`src/hdl/flash_ctrl_regs.vh`:
```
`ifndef FLASH_CTRL_REGS_VH
`define FLASH_CTRL_REGS_VH

// register offsets
`define ADDR_TIMER 8'h02
`define ADDR_CURRENT 8'h03
`define ADDR_MODE 8'h04
`define ADDR_FAULT 8'h05
`define ADDR_MASK 8'h06
`define ADDR_IND 8'h07
`define ADDR_VBAT 8'h09

// reset values
`define RST_TIMER 8'h0F
`define RST_CURRENT 8'h00
`define RST_MODE 8'h80
`define RST_MASK 8'h00
`define RST_IND 8'h00
`define RST_VBAT 8'h00

// output_mode_control fields
`define STR_SRC_BIT 2
`define OUT_EN_BIT 3
`define FREQUENCY_FOLDBACK_BIT_BIT 4
`define STR_LEVEL_BIT 5
`define MODE_STBY 2'h0
`define MODE_5V 2'h1
`define MODE_ASSIST 2'h2
`define MODE_FLASH 2'h3

// flash_timer_config and strobe_indicator_control fields
`define TORCH_MASK1_PIN_MASK_BIT 4
`define INDICATOR_MASK2_PIN_MASK_BIT 5
`define STROBE_POLARITY_BIT_BIT 3

// fault information bits
`define FLT_TXMASK 0
`define FLT_DCLIM 3
`define FLT_TIMEOUT 4

// timing
`define CLK_FREQ_KHZ 100000
`define CLK_PERIOD_NS 10
`define FLASH_STEP_MS 100
`define RAMP_STEP_NS 2000

`endif

```
`src/hdl/flash_mode_ctrl.v`:
```
`include "flash_ctrl_regs.vh"
`default_nettype none

module flash_mode_ctrl #(
    parameter [23:0] STEP_CYCLES = `FLASH_STEP_MS * `CLK_FREQ_KHZ,
    parameter [6:0] DEV_ADDR = 7'h2A
) (
    // clock and reset
    input wire i_clk,
    input wire i_nrst,
    // device pins
    input wire i_en,
    input wire i_strobe,
    input wire i_torch_mask1_pin,
    input wire i_indicator_mask2_pin,
    // serial register port
    input wire i_scl,
    input wire i_sda,
    output wire o_sda_o,
    output wire o_sda_oe,
    // analog status
    input wire i_vbat_below,
    input wire i_dc_limit_hit,
    // analog controls
    output reg [4:0] o_led_current,
    output wire o_led_on,
    output wire o_flash_active,
    output wire o_boost_5v,
    output wire o_freq_foldback,
    output wire [1:0] o_input_limit,
    output wire [2:0] o_vbat_threshold,
    output wire [2:0] o_indicator_current,
    output wire o_indicator_en
);
    localparam [2:0] ST_IDLE = 3'h0;
    localparam [2:0] ST_5V = 3'h1;
    localparam [2:0] ST_ASSIST = 3'h2;
    localparam [2:0] ST_TORCH = 3'h3;
    localparam [2:0] ST_FLASH = 3'h4;
    localparam [23:0] STEP_LAST = STEP_CYCLES - 24'h000001;
    localparam integer RAMP_LAST = `RAMP_STEP_NS / `CLK_PERIOD_NS - 1;

    wire [5:0] pin;
    wire en_s = pin[0];
    wire strobe_s = pin[1];
    wire torch_mask1_pin_s = pin[2];
    wire indicator_mask2_pin_s = pin[3];
    wire vbat_s = pin[4];
    wire dc_s = pin[5];

    wire bus_wr;
    wire bus_rd;
    wire [7:0] bus_addr;
    wire [7:0] bus_wdata;
    reg [7:0] rdata;

    reg [7:0] timer_q;
    reg [7:0] current_q;
    reg [7:0] mode_q;
    reg [7:0] fault_q;
    reg [7:0] mask_q;
    reg [7:0] ind_q;
    reg [7:0] vbat_q;

    reg [2:0] st_q;
    reg [2:0] st_d;
    reg str_p_q;
    reg [23:0] cyc_q;
    reg [3:0] stp_q;
    reg [7:0] rcnt_q;
    reg boot_q;
    reg [4:0] tgt;
    reg start;
    reg ok;
    reg tmo;
    reg drop;
    reg [7:0] flt_set;

    pin_sync #(
        .W(6)
    ) u_sync (
        .i_clk(i_clk),
        .i_nrst(i_nrst),
        .i_d({i_dc_limit_hit, i_vbat_below, i_indicator_mask2_pin, i_torch_mask1_pin, i_strobe, i_en}),
        .o_q(pin)
    );

    i2c_reg_slave #(
        .DEV_ADDR(DEV_ADDR)
    ) u_i2c (
        .i_clk(i_clk),
        .i_nrst(i_nrst),
        .i_scl(i_scl),
        .i_sda(i_sda),
        .o_sda_oe(o_sda_oe),
        .o_wr(bus_wr),
        .o_rd(bus_rd),
        .o_addr(bus_addr),
        .o_wdata(bus_wdata),
        .i_rdata(rdata)
    );

    // open drain: only ever pulls low
    assign o_sda_o = 1'b0;

    function is_wr;
        input [7:0] a;
        begin
            is_wr = bus_wr && (bus_addr == a);
        end
    endfunction

    wire [1:0] op_mode = mode_q[1:0];
    wire hw_strobe = mode_q[`STR_SRC_BIT];
    wire out_en = mode_q[`OUT_EN_BIT];
    wire level = mode_q[`STR_LEVEL_BIT];
    wire [3:0] flash_timer_field = timer_q[3:0];
    wire [4:0] flash_cur = current_q[7:3];
    wire [2:0] torch_cur = current_q[2:0];
    wire [2:0] vbat_thr = vbat_q[2:0];
    wire [4:0] vbat_red = vbat_q[7:3];
    wire torch_mask1_pin_mask = timer_q[`TORCH_MASK1_PIN_MASK_BIT];
    wire indicator_mask2_pin_mask = timer_q[`INDICATOR_MASK2_PIN_MASK_BIT];

    // strobe level as seen after polarity
    wire str_act = strobe_s ^ ind_q[`STROBE_POLARITY_BIT_BIT];
    wire str_edge = str_act & ~str_p_q;
    wire torch_pin = torch_mask1_pin_s & ~torch_mask1_pin_mask;
    wire tx1 = torch_mask1_pin_s & torch_mask1_pin_mask;
    wire tx2 = indicator_mask2_pin_s & indicator_mask2_pin_mask;
    wire blocked = fault_q[`FLT_TIMEOUT];

    wire step_tick = (cyc_q == STEP_LAST);
    wire expire = step_tick && (stp_q == flash_timer_field);
    wire ramp_tick = (rcnt_q == RAMP_LAST[7:0]);
    wire dc_event = boot_q && dc_s;

    always @* begin
        st_d = st_q;
        start = 1'b0;
        ok = 1'b0;
        tmo = 1'b0;
        drop = 1'b0;
        case (st_q)
            ST_IDLE: begin
                if (out_en && !blocked) begin
                    case (op_mode)
                        `MODE_5V: st_d = ST_5V;
                        `MODE_ASSIST: st_d = ST_ASSIST;
                        `MODE_FLASH: begin
                            // software strobe does not wait for the pin
                            if (!hw_strobe || (level ? str_act : str_edge)) begin
                                st_d = ST_FLASH;
                                start = 1'b1;
                            end
                        end
                        default: begin
                            if (torch_pin) begin
                                st_d = ST_TORCH;
                            end
                        end
                    endcase
                end
            end
            ST_5V: begin
                if (!out_en || op_mode != `MODE_5V) begin
                    st_d = ST_IDLE;
                end
            end
            ST_ASSIST: begin
                if (!out_en || op_mode != `MODE_ASSIST) begin
                    st_d = ST_IDLE;
                end
            end
            ST_TORCH: begin
                if (!torch_pin) begin
                    st_d = ST_IDLE;
                    drop = 1'b1;
                end else if (!out_en) begin
                    st_d = ST_IDLE;
                end else if (str_act) begin
                    st_d = ST_FLASH;
                    start = 1'b1;
                end
            end
            ST_FLASH: begin
                if (!out_en) begin
                    st_d = ST_IDLE;
                end else if (hw_strobe && level && !str_act) begin
                    st_d = ST_IDLE;
                    ok = 1'b1;
                end else if (expire) begin
                    st_d = ST_IDLE;
                    tmo = hw_strobe && level;
                    ok = !(hw_strobe && level);
                end else if (hw_strobe && !level && str_edge) begin
                    start = 1'b1;
                end
            end
            default: st_d = ST_IDLE;
        endcase
    end

    always @* begin
        tgt = 5'h00;
        case (st_q)
            ST_ASSIST, ST_TORCH: tgt = {2'h0, torch_cur};
            ST_FLASH: begin
                tgt = flash_cur;
                if (vbat_thr != 3'h0 && vbat_s && vbat_red < flash_cur) begin
                    tgt = vbat_red;
                end
                // first mask has priority when both are up
                if (tx1) begin
                    tgt = {1'b0, mask_q[3:0]};
                end else if (tx2) begin
                    tgt = {1'b0, mask_q[7:4]};
                end
            end
            default: tgt = 5'h00;
        endcase
    end

    always @* begin
        flt_set = 8'h00;
        flt_set[`FLT_TIMEOUT] = tmo;
        flt_set[`FLT_DCLIM] = dc_event;
        flt_set[`FLT_TXMASK] = (st_q == ST_FLASH) && (tx1 || tx2);
    end

    always @(posedge i_clk or negedge i_nrst) begin
        if (!i_nrst) begin
            st_q <= ST_IDLE;
            str_p_q <= 1'b0;
            cyc_q <= 24'h000000;
            stp_q <= 4'h0;
            rcnt_q <= 8'h00;
            boot_q <= 1'b0;
            o_led_current <= 5'h00;
        end else begin
            st_q <= st_d;
            str_p_q <= str_act;
            if (start || st_q != ST_FLASH) begin
                cyc_q <= 24'h000000;
                stp_q <= 4'h0;
            end else if (step_tick) begin
                cyc_q <= 24'h000000;
                stp_q <= stp_q + 4'h1;
            end else begin
                cyc_q <= cyc_q + 24'h000001;
            end
            rcnt_q <= ramp_tick ? 8'h00 : rcnt_q + 8'h01;
            if (st_d != ST_FLASH || dc_event || (st_q == ST_FLASH && o_led_current >= tgt)) begin
                boot_q <= 1'b0;
            end else if (start && st_q != ST_FLASH) begin
                boot_q <= 1'b1;
            end
            // drops apply at once, rises creep to keep battery current smooth
            if (st_q != ST_ASSIST && st_q != ST_TORCH && st_q != ST_FLASH) begin
                o_led_current <= 5'h00;
            end else if (tgt < o_led_current) begin
                o_led_current <= tgt;
            end else if (ramp_tick && o_led_current < tgt && !dc_event) begin
                o_led_current <= o_led_current + 5'h01;
            end
        end
    end

    always @(posedge i_clk or negedge i_nrst) begin
        if (!i_nrst) begin
            timer_q <= `RST_TIMER;
            current_q <= `RST_CURRENT;
            mode_q <= `RST_MODE;
            fault_q <= 8'h00;
            mask_q <= `RST_MASK;
            ind_q <= `RST_IND;
            vbat_q <= `RST_VBAT;
        end else if (!en_s) begin
            // held at defaults while enable is low, so each rise starts clean
            timer_q <= `RST_TIMER;
            current_q <= `RST_CURRENT;
            mode_q <= `RST_MODE;
            fault_q <= 8'h00;
            mask_q <= `RST_MASK;
            ind_q <= `RST_IND;
            vbat_q <= `RST_VBAT;
        end else begin
            if (is_wr(`ADDR_TIMER)) timer_q <= bus_wdata;
            if (dc_event) begin
                current_q[7:3] <= o_led_current;
            end else if (is_wr(`ADDR_CURRENT)) begin
                current_q <= bus_wdata;
            end
            if (is_wr(`ADDR_MODE)) begin
                mode_q <= bus_wdata;
            end else if (ok || tmo || drop) begin
                mode_q[`OUT_EN_BIT] <= 1'b0;
                if (ok) mode_q[1:0] <= `MODE_STBY;
            end
            if (is_wr(`ADDR_MASK)) mask_q <= bus_wdata;
            if (is_wr(`ADDR_IND)) ind_q <= bus_wdata;
            if (is_wr(`ADDR_VBAT)) vbat_q <= bus_wdata;
            // new events win over the clear from a read
            if (bus_rd && bus_addr == `ADDR_FAULT) begin
                fault_q <= flt_set;
            end else begin
                fault_q <= fault_q | flt_set;
            end
        end
    end

    always @* begin
        case (bus_addr)
            `ADDR_TIMER: rdata = timer_q;
            `ADDR_CURRENT: rdata = current_q;
            `ADDR_MODE: rdata = mode_q;
            `ADDR_FAULT: rdata = fault_q;
            `ADDR_MASK: rdata = mask_q;
            `ADDR_IND: rdata = ind_q;
            `ADDR_VBAT: rdata = vbat_q;
            default: rdata = 8'h00;
        endcase
    end

    assign o_led_on = (st_q == ST_ASSIST) || (st_q == ST_TORCH) || (st_q == ST_FLASH);
    assign o_flash_active = (st_q == ST_FLASH);
    assign o_boost_5v = (st_q == ST_5V);
    assign o_freq_foldback = mode_q[`FREQUENCY_FOLDBACK_BIT_BIT];
    assign o_input_limit = mode_q[7:6];
    assign o_vbat_threshold = vbat_thr;
    assign o_indicator_current = ind_q[2:0];
    // the host keeps this off during flash or torch; not enforced here
    assign o_indicator_en = en_s & ~indicator_mask2_pin_mask;
endmodule

`default_nettype wire

```
`src/hdl/i2c_reg_slave.v`:
```
`default_nettype none

module i2c_reg_slave #(
    parameter [6:0] DEV_ADDR = 7'h2A
) (
    // clock and reset
    input wire i_clk,
    input wire i_nrst,
    // serial pins
    input wire i_scl,
    input wire i_sda,
    output reg o_sda_oe,
    // register access
    output reg o_wr,
    output reg o_rd,
    output reg [7:0] o_addr,
    output reg [7:0] o_wdata,
    input wire [7:0] i_rdata
);
    localparam [2:0] S_IDLE = 3'h0;
    localparam [2:0] S_ADDR = 3'h1;
    localparam [2:0] S_REG = 3'h2;
    localparam [2:0] S_WDAT = 3'h3;
    localparam [2:0] S_RDAT = 3'h4;
    localparam [2:0] S_MACK = 3'h5;

    reg [1:0] scl_m;
    reg [1:0] sda_m;
    reg scl_p;
    reg sda_p;
    reg [2:0] st;
    reg [3:0] cnt;
    reg [7:0] sr;
    reg rw;
    reg ack;

    wire scl = scl_m[1];
    wire sda = sda_m[1];
    wire start = scl & scl_p & sda_p & ~sda;
    wire stop = scl & scl_p & ~sda_p & sda;
    wire rise = scl & ~scl_p;
    wire fall = ~scl & scl_p;
    wire rx = (st == S_ADDR) || (st == S_REG) || (st == S_WDAT);

    // read strobe fires as the byte is captured, so read-clear sees it once
    task load_byte;
        begin
            sr <= i_rdata;
            o_rd <= 1'b1;
            o_sda_oe <= ~i_rdata[7];
            cnt <= 4'h1;
            st <= S_RDAT;
        end
    endtask

    always @(posedge i_clk or negedge i_nrst) begin
        if (!i_nrst) begin
            scl_m <= 2'h3;
            sda_m <= 2'h3;
            scl_p <= 1'b1;
            sda_p <= 1'b1;
            st <= S_IDLE;
            cnt <= 4'h0;
            sr <= 8'h00;
            rw <= 1'b0;
            ack <= 1'b0;
            o_sda_oe <= 1'b0;
            o_wr <= 1'b0;
            o_rd <= 1'b0;
            o_addr <= 8'h00;
            o_wdata <= 8'h00;
        end else begin
            scl_m <= {scl_m[0], i_scl};
            sda_m <= {sda_m[0], i_sda};
            scl_p <= scl;
            sda_p <= sda;
            o_wr <= 1'b0;
            o_rd <= 1'b0;
            if (start) begin
                st <= S_ADDR;
                cnt <= 4'h0;
                ack <= 1'b0;
                o_sda_oe <= 1'b0;
            end else if (stop) begin
                st <= S_IDLE;
                ack <= 1'b0;
                o_sda_oe <= 1'b0;
            end else if (rise) begin
                if (st == S_MACK && sda) begin
                    st <= S_IDLE;
                end else if (rx && !ack) begin
                    sr <= {sr[6:0], sda};
                    cnt <= cnt + 4'h1;
                end
            end else if (fall) begin
                if (ack) begin
                    ack <= 1'b0;
                    o_sda_oe <= 1'b0;
                    cnt <= 4'h0;
                    if (st == S_ADDR && rw) begin
                        load_byte;
                    end else if (st == S_ADDR) begin
                        st <= S_REG;
                    end else if (st == S_REG) begin
                        st <= S_WDAT;
                    end else begin
                        o_addr <= o_addr + 8'h01;
                    end
                end else if (st == S_RDAT) begin
                    if (cnt == 4'h8) begin
                        o_sda_oe <= 1'b0;
                        o_addr <= o_addr + 8'h01;
                        st <= S_MACK;
                    end else begin
                        o_sda_oe <= ~sr[6];
                        sr <= {sr[6:0], 1'b0};
                        cnt <= cnt + 4'h1;
                    end
                end else if (st == S_MACK) begin
                    load_byte;
                end else if (cnt == 4'h8) begin
                    case (st)
                        S_ADDR: begin
                            if (sr[7:1] == DEV_ADDR) begin
                                rw <= sr[0];
                                ack <= 1'b1;
                                o_sda_oe <= 1'b1;
                            end else begin
                                st <= S_IDLE;
                            end
                        end
                        S_REG: begin
                            o_addr <= sr;
                            ack <= 1'b1;
                            o_sda_oe <= 1'b1;
                        end
                        S_WDAT: begin
                            o_wdata <= sr;
                            o_wr <= 1'b1;
                            ack <= 1'b1;
                            o_sda_oe <= 1'b1;
                        end
                        default: begin
                            st <= S_IDLE;
                        end
                    endcase
                end
            end
        end
    end
endmodule

`default_nettype wire

```
`src/hdl/pin_sync.v`:
```
`default_nettype none

module pin_sync #(
    parameter W = 6
) (
    // clock and reset
    input wire i_clk,
    input wire i_nrst,
    // asynchronous pins in, synchronised levels out
    input wire [W-1:0] i_d,
    output wire [W-1:0] o_q
);
    reg [W-1:0] meta_q;
    reg [W-1:0] sync_q;

    always @(posedge i_clk or negedge i_nrst) begin
        if (!i_nrst) begin
            meta_q <= {W{1'b0}};
            sync_q <= {W{1'b0}};
        end else begin
            meta_q <= i_d;
            sync_q <= meta_q;
        end
    end

    assign o_q = sync_q;
endmodule

`default_nettype wire

```
`config.mk`:
```
export PLATFORM = sky130hd
export DESIGN_NAME = flash_mode_ctrl
export DESIGN_NICKNAME = d
export VERILOG_FILES = /design/src/hdl/flash_mode_ctrl.v /design/src/hdl/i2c_reg_slave.v /design/src/hdl/pin_sync.v
export VERILOG_INCLUDE_DIRS = /design/src /design/src/hdl
export SDC_FILE = /design/constraint.sdc
export NUM_CORES = 1
export LEC_CHECK = 0
export ABC_AREA = 1
export ABC_CLOCK_PERIOD_IN_PS = 3300
export BUFFER_PORTS_ARGS = -buffer_cell sky130_fd_sc_hd__buf_2
export CAP_MARGIN = 20
export CORE_MARGIN = 2
export CORE_UTILIZATION = 40
export CTS_BUF_LIST = sky130_fd_sc_hd__clkbuf_2 sky130_fd_sc_hd__clkbuf_4 sky130_fd_sc_hd__clkbuf_8
export CTS_CLUSTER_SIZE = 12
export DETAILED_ROUTE_END_ITERATION = 10
export MAX_ROUTING_LAYER = met4
export PLACE_DENSITY = 0.56
export SLEW_MARGIN = 20
export SYNTH_ARGS = -nofsm -noshare
export SYNTH_HDL_FRONTEND = slang
export SYNTH_SLANG_ARGS = --single-unit
```
`constraint.sdc`:
```
create_clock -name i_clk -period 3.3 [get_ports i_clk]
set_input_delay 0.165 -clock i_clk [delete_from_list [all_inputs] [get_ports i_clk]]
set_output_delay 0.165 -clock i_clk [all_outputs]
set_load 0.01 [all_outputs]
```
==> flow_summary.toml <==
[status]
outcome = "finished clean"

[placed_design]
place_hpwl_mm = 16.3
io_buffers = 28
placedCellCount = 1368
globalplace.congestion = 0.905

[setup_path]
slowest_stage = "dfrtp_1"
crit_buf_inv = 4
required_ps = 3670
endpoint_kind = "flop"
crit_family = "simple AND/OR/NAND/NOR gates"
crit_arrival_ps = 3320
cpPeakStageDelay_ps = 440
worstSetupPathType = "reg2reg"
crit_fanout = 9
rrSetupSlack_ps = 350
cp_cell_sequence = "ha_1 -> nand2_1 -> inv_1 -> a21oi_2 -> nand3_2 -> o211ai_1 -> nand2_1 -> inv_1 -> ha_1 -> nand2_1 -> inv_1 -> o21bai_1 -> nand3_1 -> nand2_1 -> clkinvlp_4 -> nor2_1 -> nor2_1 -> nand2_1 -> nand2_1"
cp-start-kind = "flop"
worst_path_most_repeated_cell = "nand2_1"

[synth]
yosysSeqAreaShare = 0.451
synth_nets = 1116
synthMuxAreaShare = 0
yosys.cell_types.count = 48
syn_inst = 1084
synth_top_cells_by_count = "nand2_1 (298), dfrtp_1 (140), inv_1 (136)"
synth-simple-area-share = 0.297
synth_warnings = 0
syn_avg_cell_area_um2 = 7.75
netlist_top_cells_area = "dfrtp_1 (42%), nand2_1 (13%), inv_1 (6.1%)"
synth_seq_cells = 151
netlist.area_leader.share = 0.417
synth-xor-area-share = 0.0250
synthArstFlopShare = 1.00
syn_area_um2 = 8400
synth_top_family_by_area = "simple AND/OR/NAND/NOR gates"
post-synth-top-area-cell = "dfrtp_1"
synth_edf_count = 0
synth_ff_type = "dfrtp_1"
yosysMostFrequentCell = "nand2_1"
synthAdderAreaFrac = 0.0328
synth_compound_area_frac = 0.109

[clocking]
clock_latency_ps = 470
clkSinkCount = 151
cts_buffer_depth = 2
clk_pin_slew_worst_paths_ps = 110
cts_root_buffer = "clkbuf_8"
numCtsBuffers = 17
cts_max_level = 4
cts_tree = "done"

[drt]
antenna_left = 0
wl_per_cell_um = 15.4
drc_errors = 0
drtPass1Iterations = 7
num_vias = 7146
via_per_inst = 5.06
drtIter0Drc = 423
drt-total-wl_mm = 21.8

[timing]
rsz0062_at_grt = "false"
tightest_slew_ps = 1070
slew_headroom = 0.289
setup_viol = 0
whs_ps = 195
period_share = 0.895
finalHoldViolCount = 0
slew_viol_final = 0
clock_skew_ps = 15.5
min_period_ps = 2950
fmax_ghz = 0.339
fin_setup_tns_ps = 0

[pwr]
seqPwrFrac = 0.544
power_density_nw_per_um2 = 385
combinationalPowerShare = 0.059
leakage_nw = 4.37
p_clk_frac = 0.397
power.net_switching_w = 0.00104
ir_worst_vdd_v = 0.000266
p_int_w = 0.00253
netSwitchingFraction = 0.291

[final_layout]
synthToLayoutAreaGrowth_pct = 10.5
final_util = 0.446
drive_above_1_share = 0.113
fillerInstances = 2169
stdcell_count = 1411
nets = 1155
diodes = 0

[floorplanning]
ioPinCount = 30
rows = 53
die-area_um2 = 22200
die_w_um = 149
core_um2 = 20800
initial_core_util = 0.404
die_h_um = 149

[min_path]
hold_path.class = "in2async"

[global_route]
grt.total_usage = 0.212
grt_pass1_vias = 6746
antenna_found_initial = 0
grt_pass1_wl_mm = 35.9
grt_max_degree = 51
grt_overflow = 0

[run]
maxCapViolCount = 0
-- what timing repair did --
| action | 4_1_cts | 5_1_grt |
|---|---|---|
| endpoints found under the setup margin | 0 | 5 |
| resized for setup | 0 | 3 |
| hold endpoints to repair | 54 | 0 |
| buffers inserted | 0 | 1 |
| hold buffers | 9 | 0 |
-- layout by cell type, fill, tap and decap left out, types with 2 or more instances in the layout --
cell | netlist | routed
dfstp_2 | 11 | 11
or2_2 | 5 | 5
clkbuf_8 | 0 | 17
nor4_1 | 10 | 10
o211ai_1 | 16 | 16
o2111ai_1 | 5 | 5
a21oi_1 | 43 | 42
nand2_2 | 4 | 4
a21oi_2 | 1 | 2
nand3_1 | 54 | 54
o21ai_1 | 13 | 13
a211oi_1 | 2 | 2
o21ai_0 | 73 | 73
nor3_2 | 2 | 2
buf_4 | 10 | 7
inv_2 | 8 | 8
xor2_1 | 16 | 16
clkinvlp_4 | 0 | 4
nand3_2 | 6 | 7
nor2_4 | 3 | 3
xnor2_1 | 8 | 8
buf_2 | 5 | 27
nor2_1 | 100 | 100
inv_1 | 136 | 136
nor3_1 | 26 | 26
inv_8 | 0 | 5
nor3_4 | 5 | 5
a21boi_0 | 2 | 2
nand2_1 | 298 | 298
nand4_1 | 24 | 24
inv_6 | 0 | 4
dfrtp_1 | 140 | 140
nor2_2 | 9 | 9
ha_1 | 22 | 22
a31oi_1 | 2 | 2
dlygate4sd3_1 | 0 | 9
clkinv_8 | 0 | 2
-- per-stage QoR --
stage | total power, W | setup WS [ps] | area (um^2)
floorplan | 0.00209 | 639 | 8400
global placement | 0.00219 | 337 | 8780
detailed placement | 0.00219 | 223 | 8780
CTS | 0.00362 | 188 | 9260
global route | 0.00374 | 37.1 | 9280
finish | 0.00358 | 347 | 9280
-- cells by family (layout without fill, tap and decap cells) --
group | count (synthesis) | count (layout)
simple gates | 551 | 552
buf+inv | 171 | 222
compound gates | 164 | 164
flops | 151 | 151
xor+xnor | 24 | 24
fa+ha+maj | 22 | 22
other cells | 1 | 1
-- power by group through the flow --
stage | Clock, W | Combinational, W | Sequential (W)
final | 0.00142 | 0.000209 | 0.00195
after global routing | 0.00154 | 0.000243 | 0.00195
after CTS | 0.00146 | 0.000214 | 0.00195
after detailed placement | 0 | 0.000205 | 0.00198
after global placement | 0 | 0.000204 | 0.00198
after floorplan | 0 | 0.000117 | 0.00197
-- final cells by class --
class | count | area (um^2) | share of cell area
Clock inverter | 15 | 155 | 0.0167
Tap cell | 275 | 344 | 0.0371
Sequential cell | 151 | 3790 | 0.409
Clock buffer | 17 | 234 | 0.0252
Timing Repair Buffer | 44 | 289 | 0.0311
Multi-Input combinational cell | 763 | 3920 | 0.422
Inverter | 146 | 552 | 0.0594
-- final timing paths --
check	startpoint	to	cells past startpoint
setup / recovery	vbat_q[7]	o_led_current[2]	19
hold / removal	i_nrst	cyc_q[3]	2
setup reg to reg	vbat_q[7]	o_led_current[2]	19
hold reg to reg	u_sync.meta_q[4]	u_sync.o_q[4]	0
max in group asynchronous	i_nrst	timer_q[3]	3
min in group i_clk	i_indicator_mask2_pin	u_sync.meta_q[3]	2
-- sequential cells by signal, summed over array words and instances (netlist names), 2 cells and up --
signal / cells
cyc_q: 24
current_q: 8
ind_q: 8
mask_q: 8
mode_q: 8
rcnt_q: 8
timer_q: 8
u_i2c.o_addr: 8
u_i2c.o_wdata: 8
u_i2c.sr: 8
vbat_q: 8
u_sync.meta_q: 6
u_sync.o_q: 6
o_led_current: 5
stp_q: 4
u_i2c.cnt: 4
fault_q: 3
st_q: 3
u_i2c.st: 3
u_i2c.scl_m: 2
u_i2c.sda_m: 2
-- metal layers --
| layer | vias up | wire (um) | GRT usage |
|---|---|---|---|
| met5 | - | 0 | - |
| met4 | 0 | 294 | 0.0481 |
| met3 | 26 | 931 | 0.0425 |
| met2 | 138 | 10100 | 0.319 |
| met1 | 3386 | 10500 | 0.298 |
| li1 | 3596 | - | - |
(Power assumes the default switching activity.)
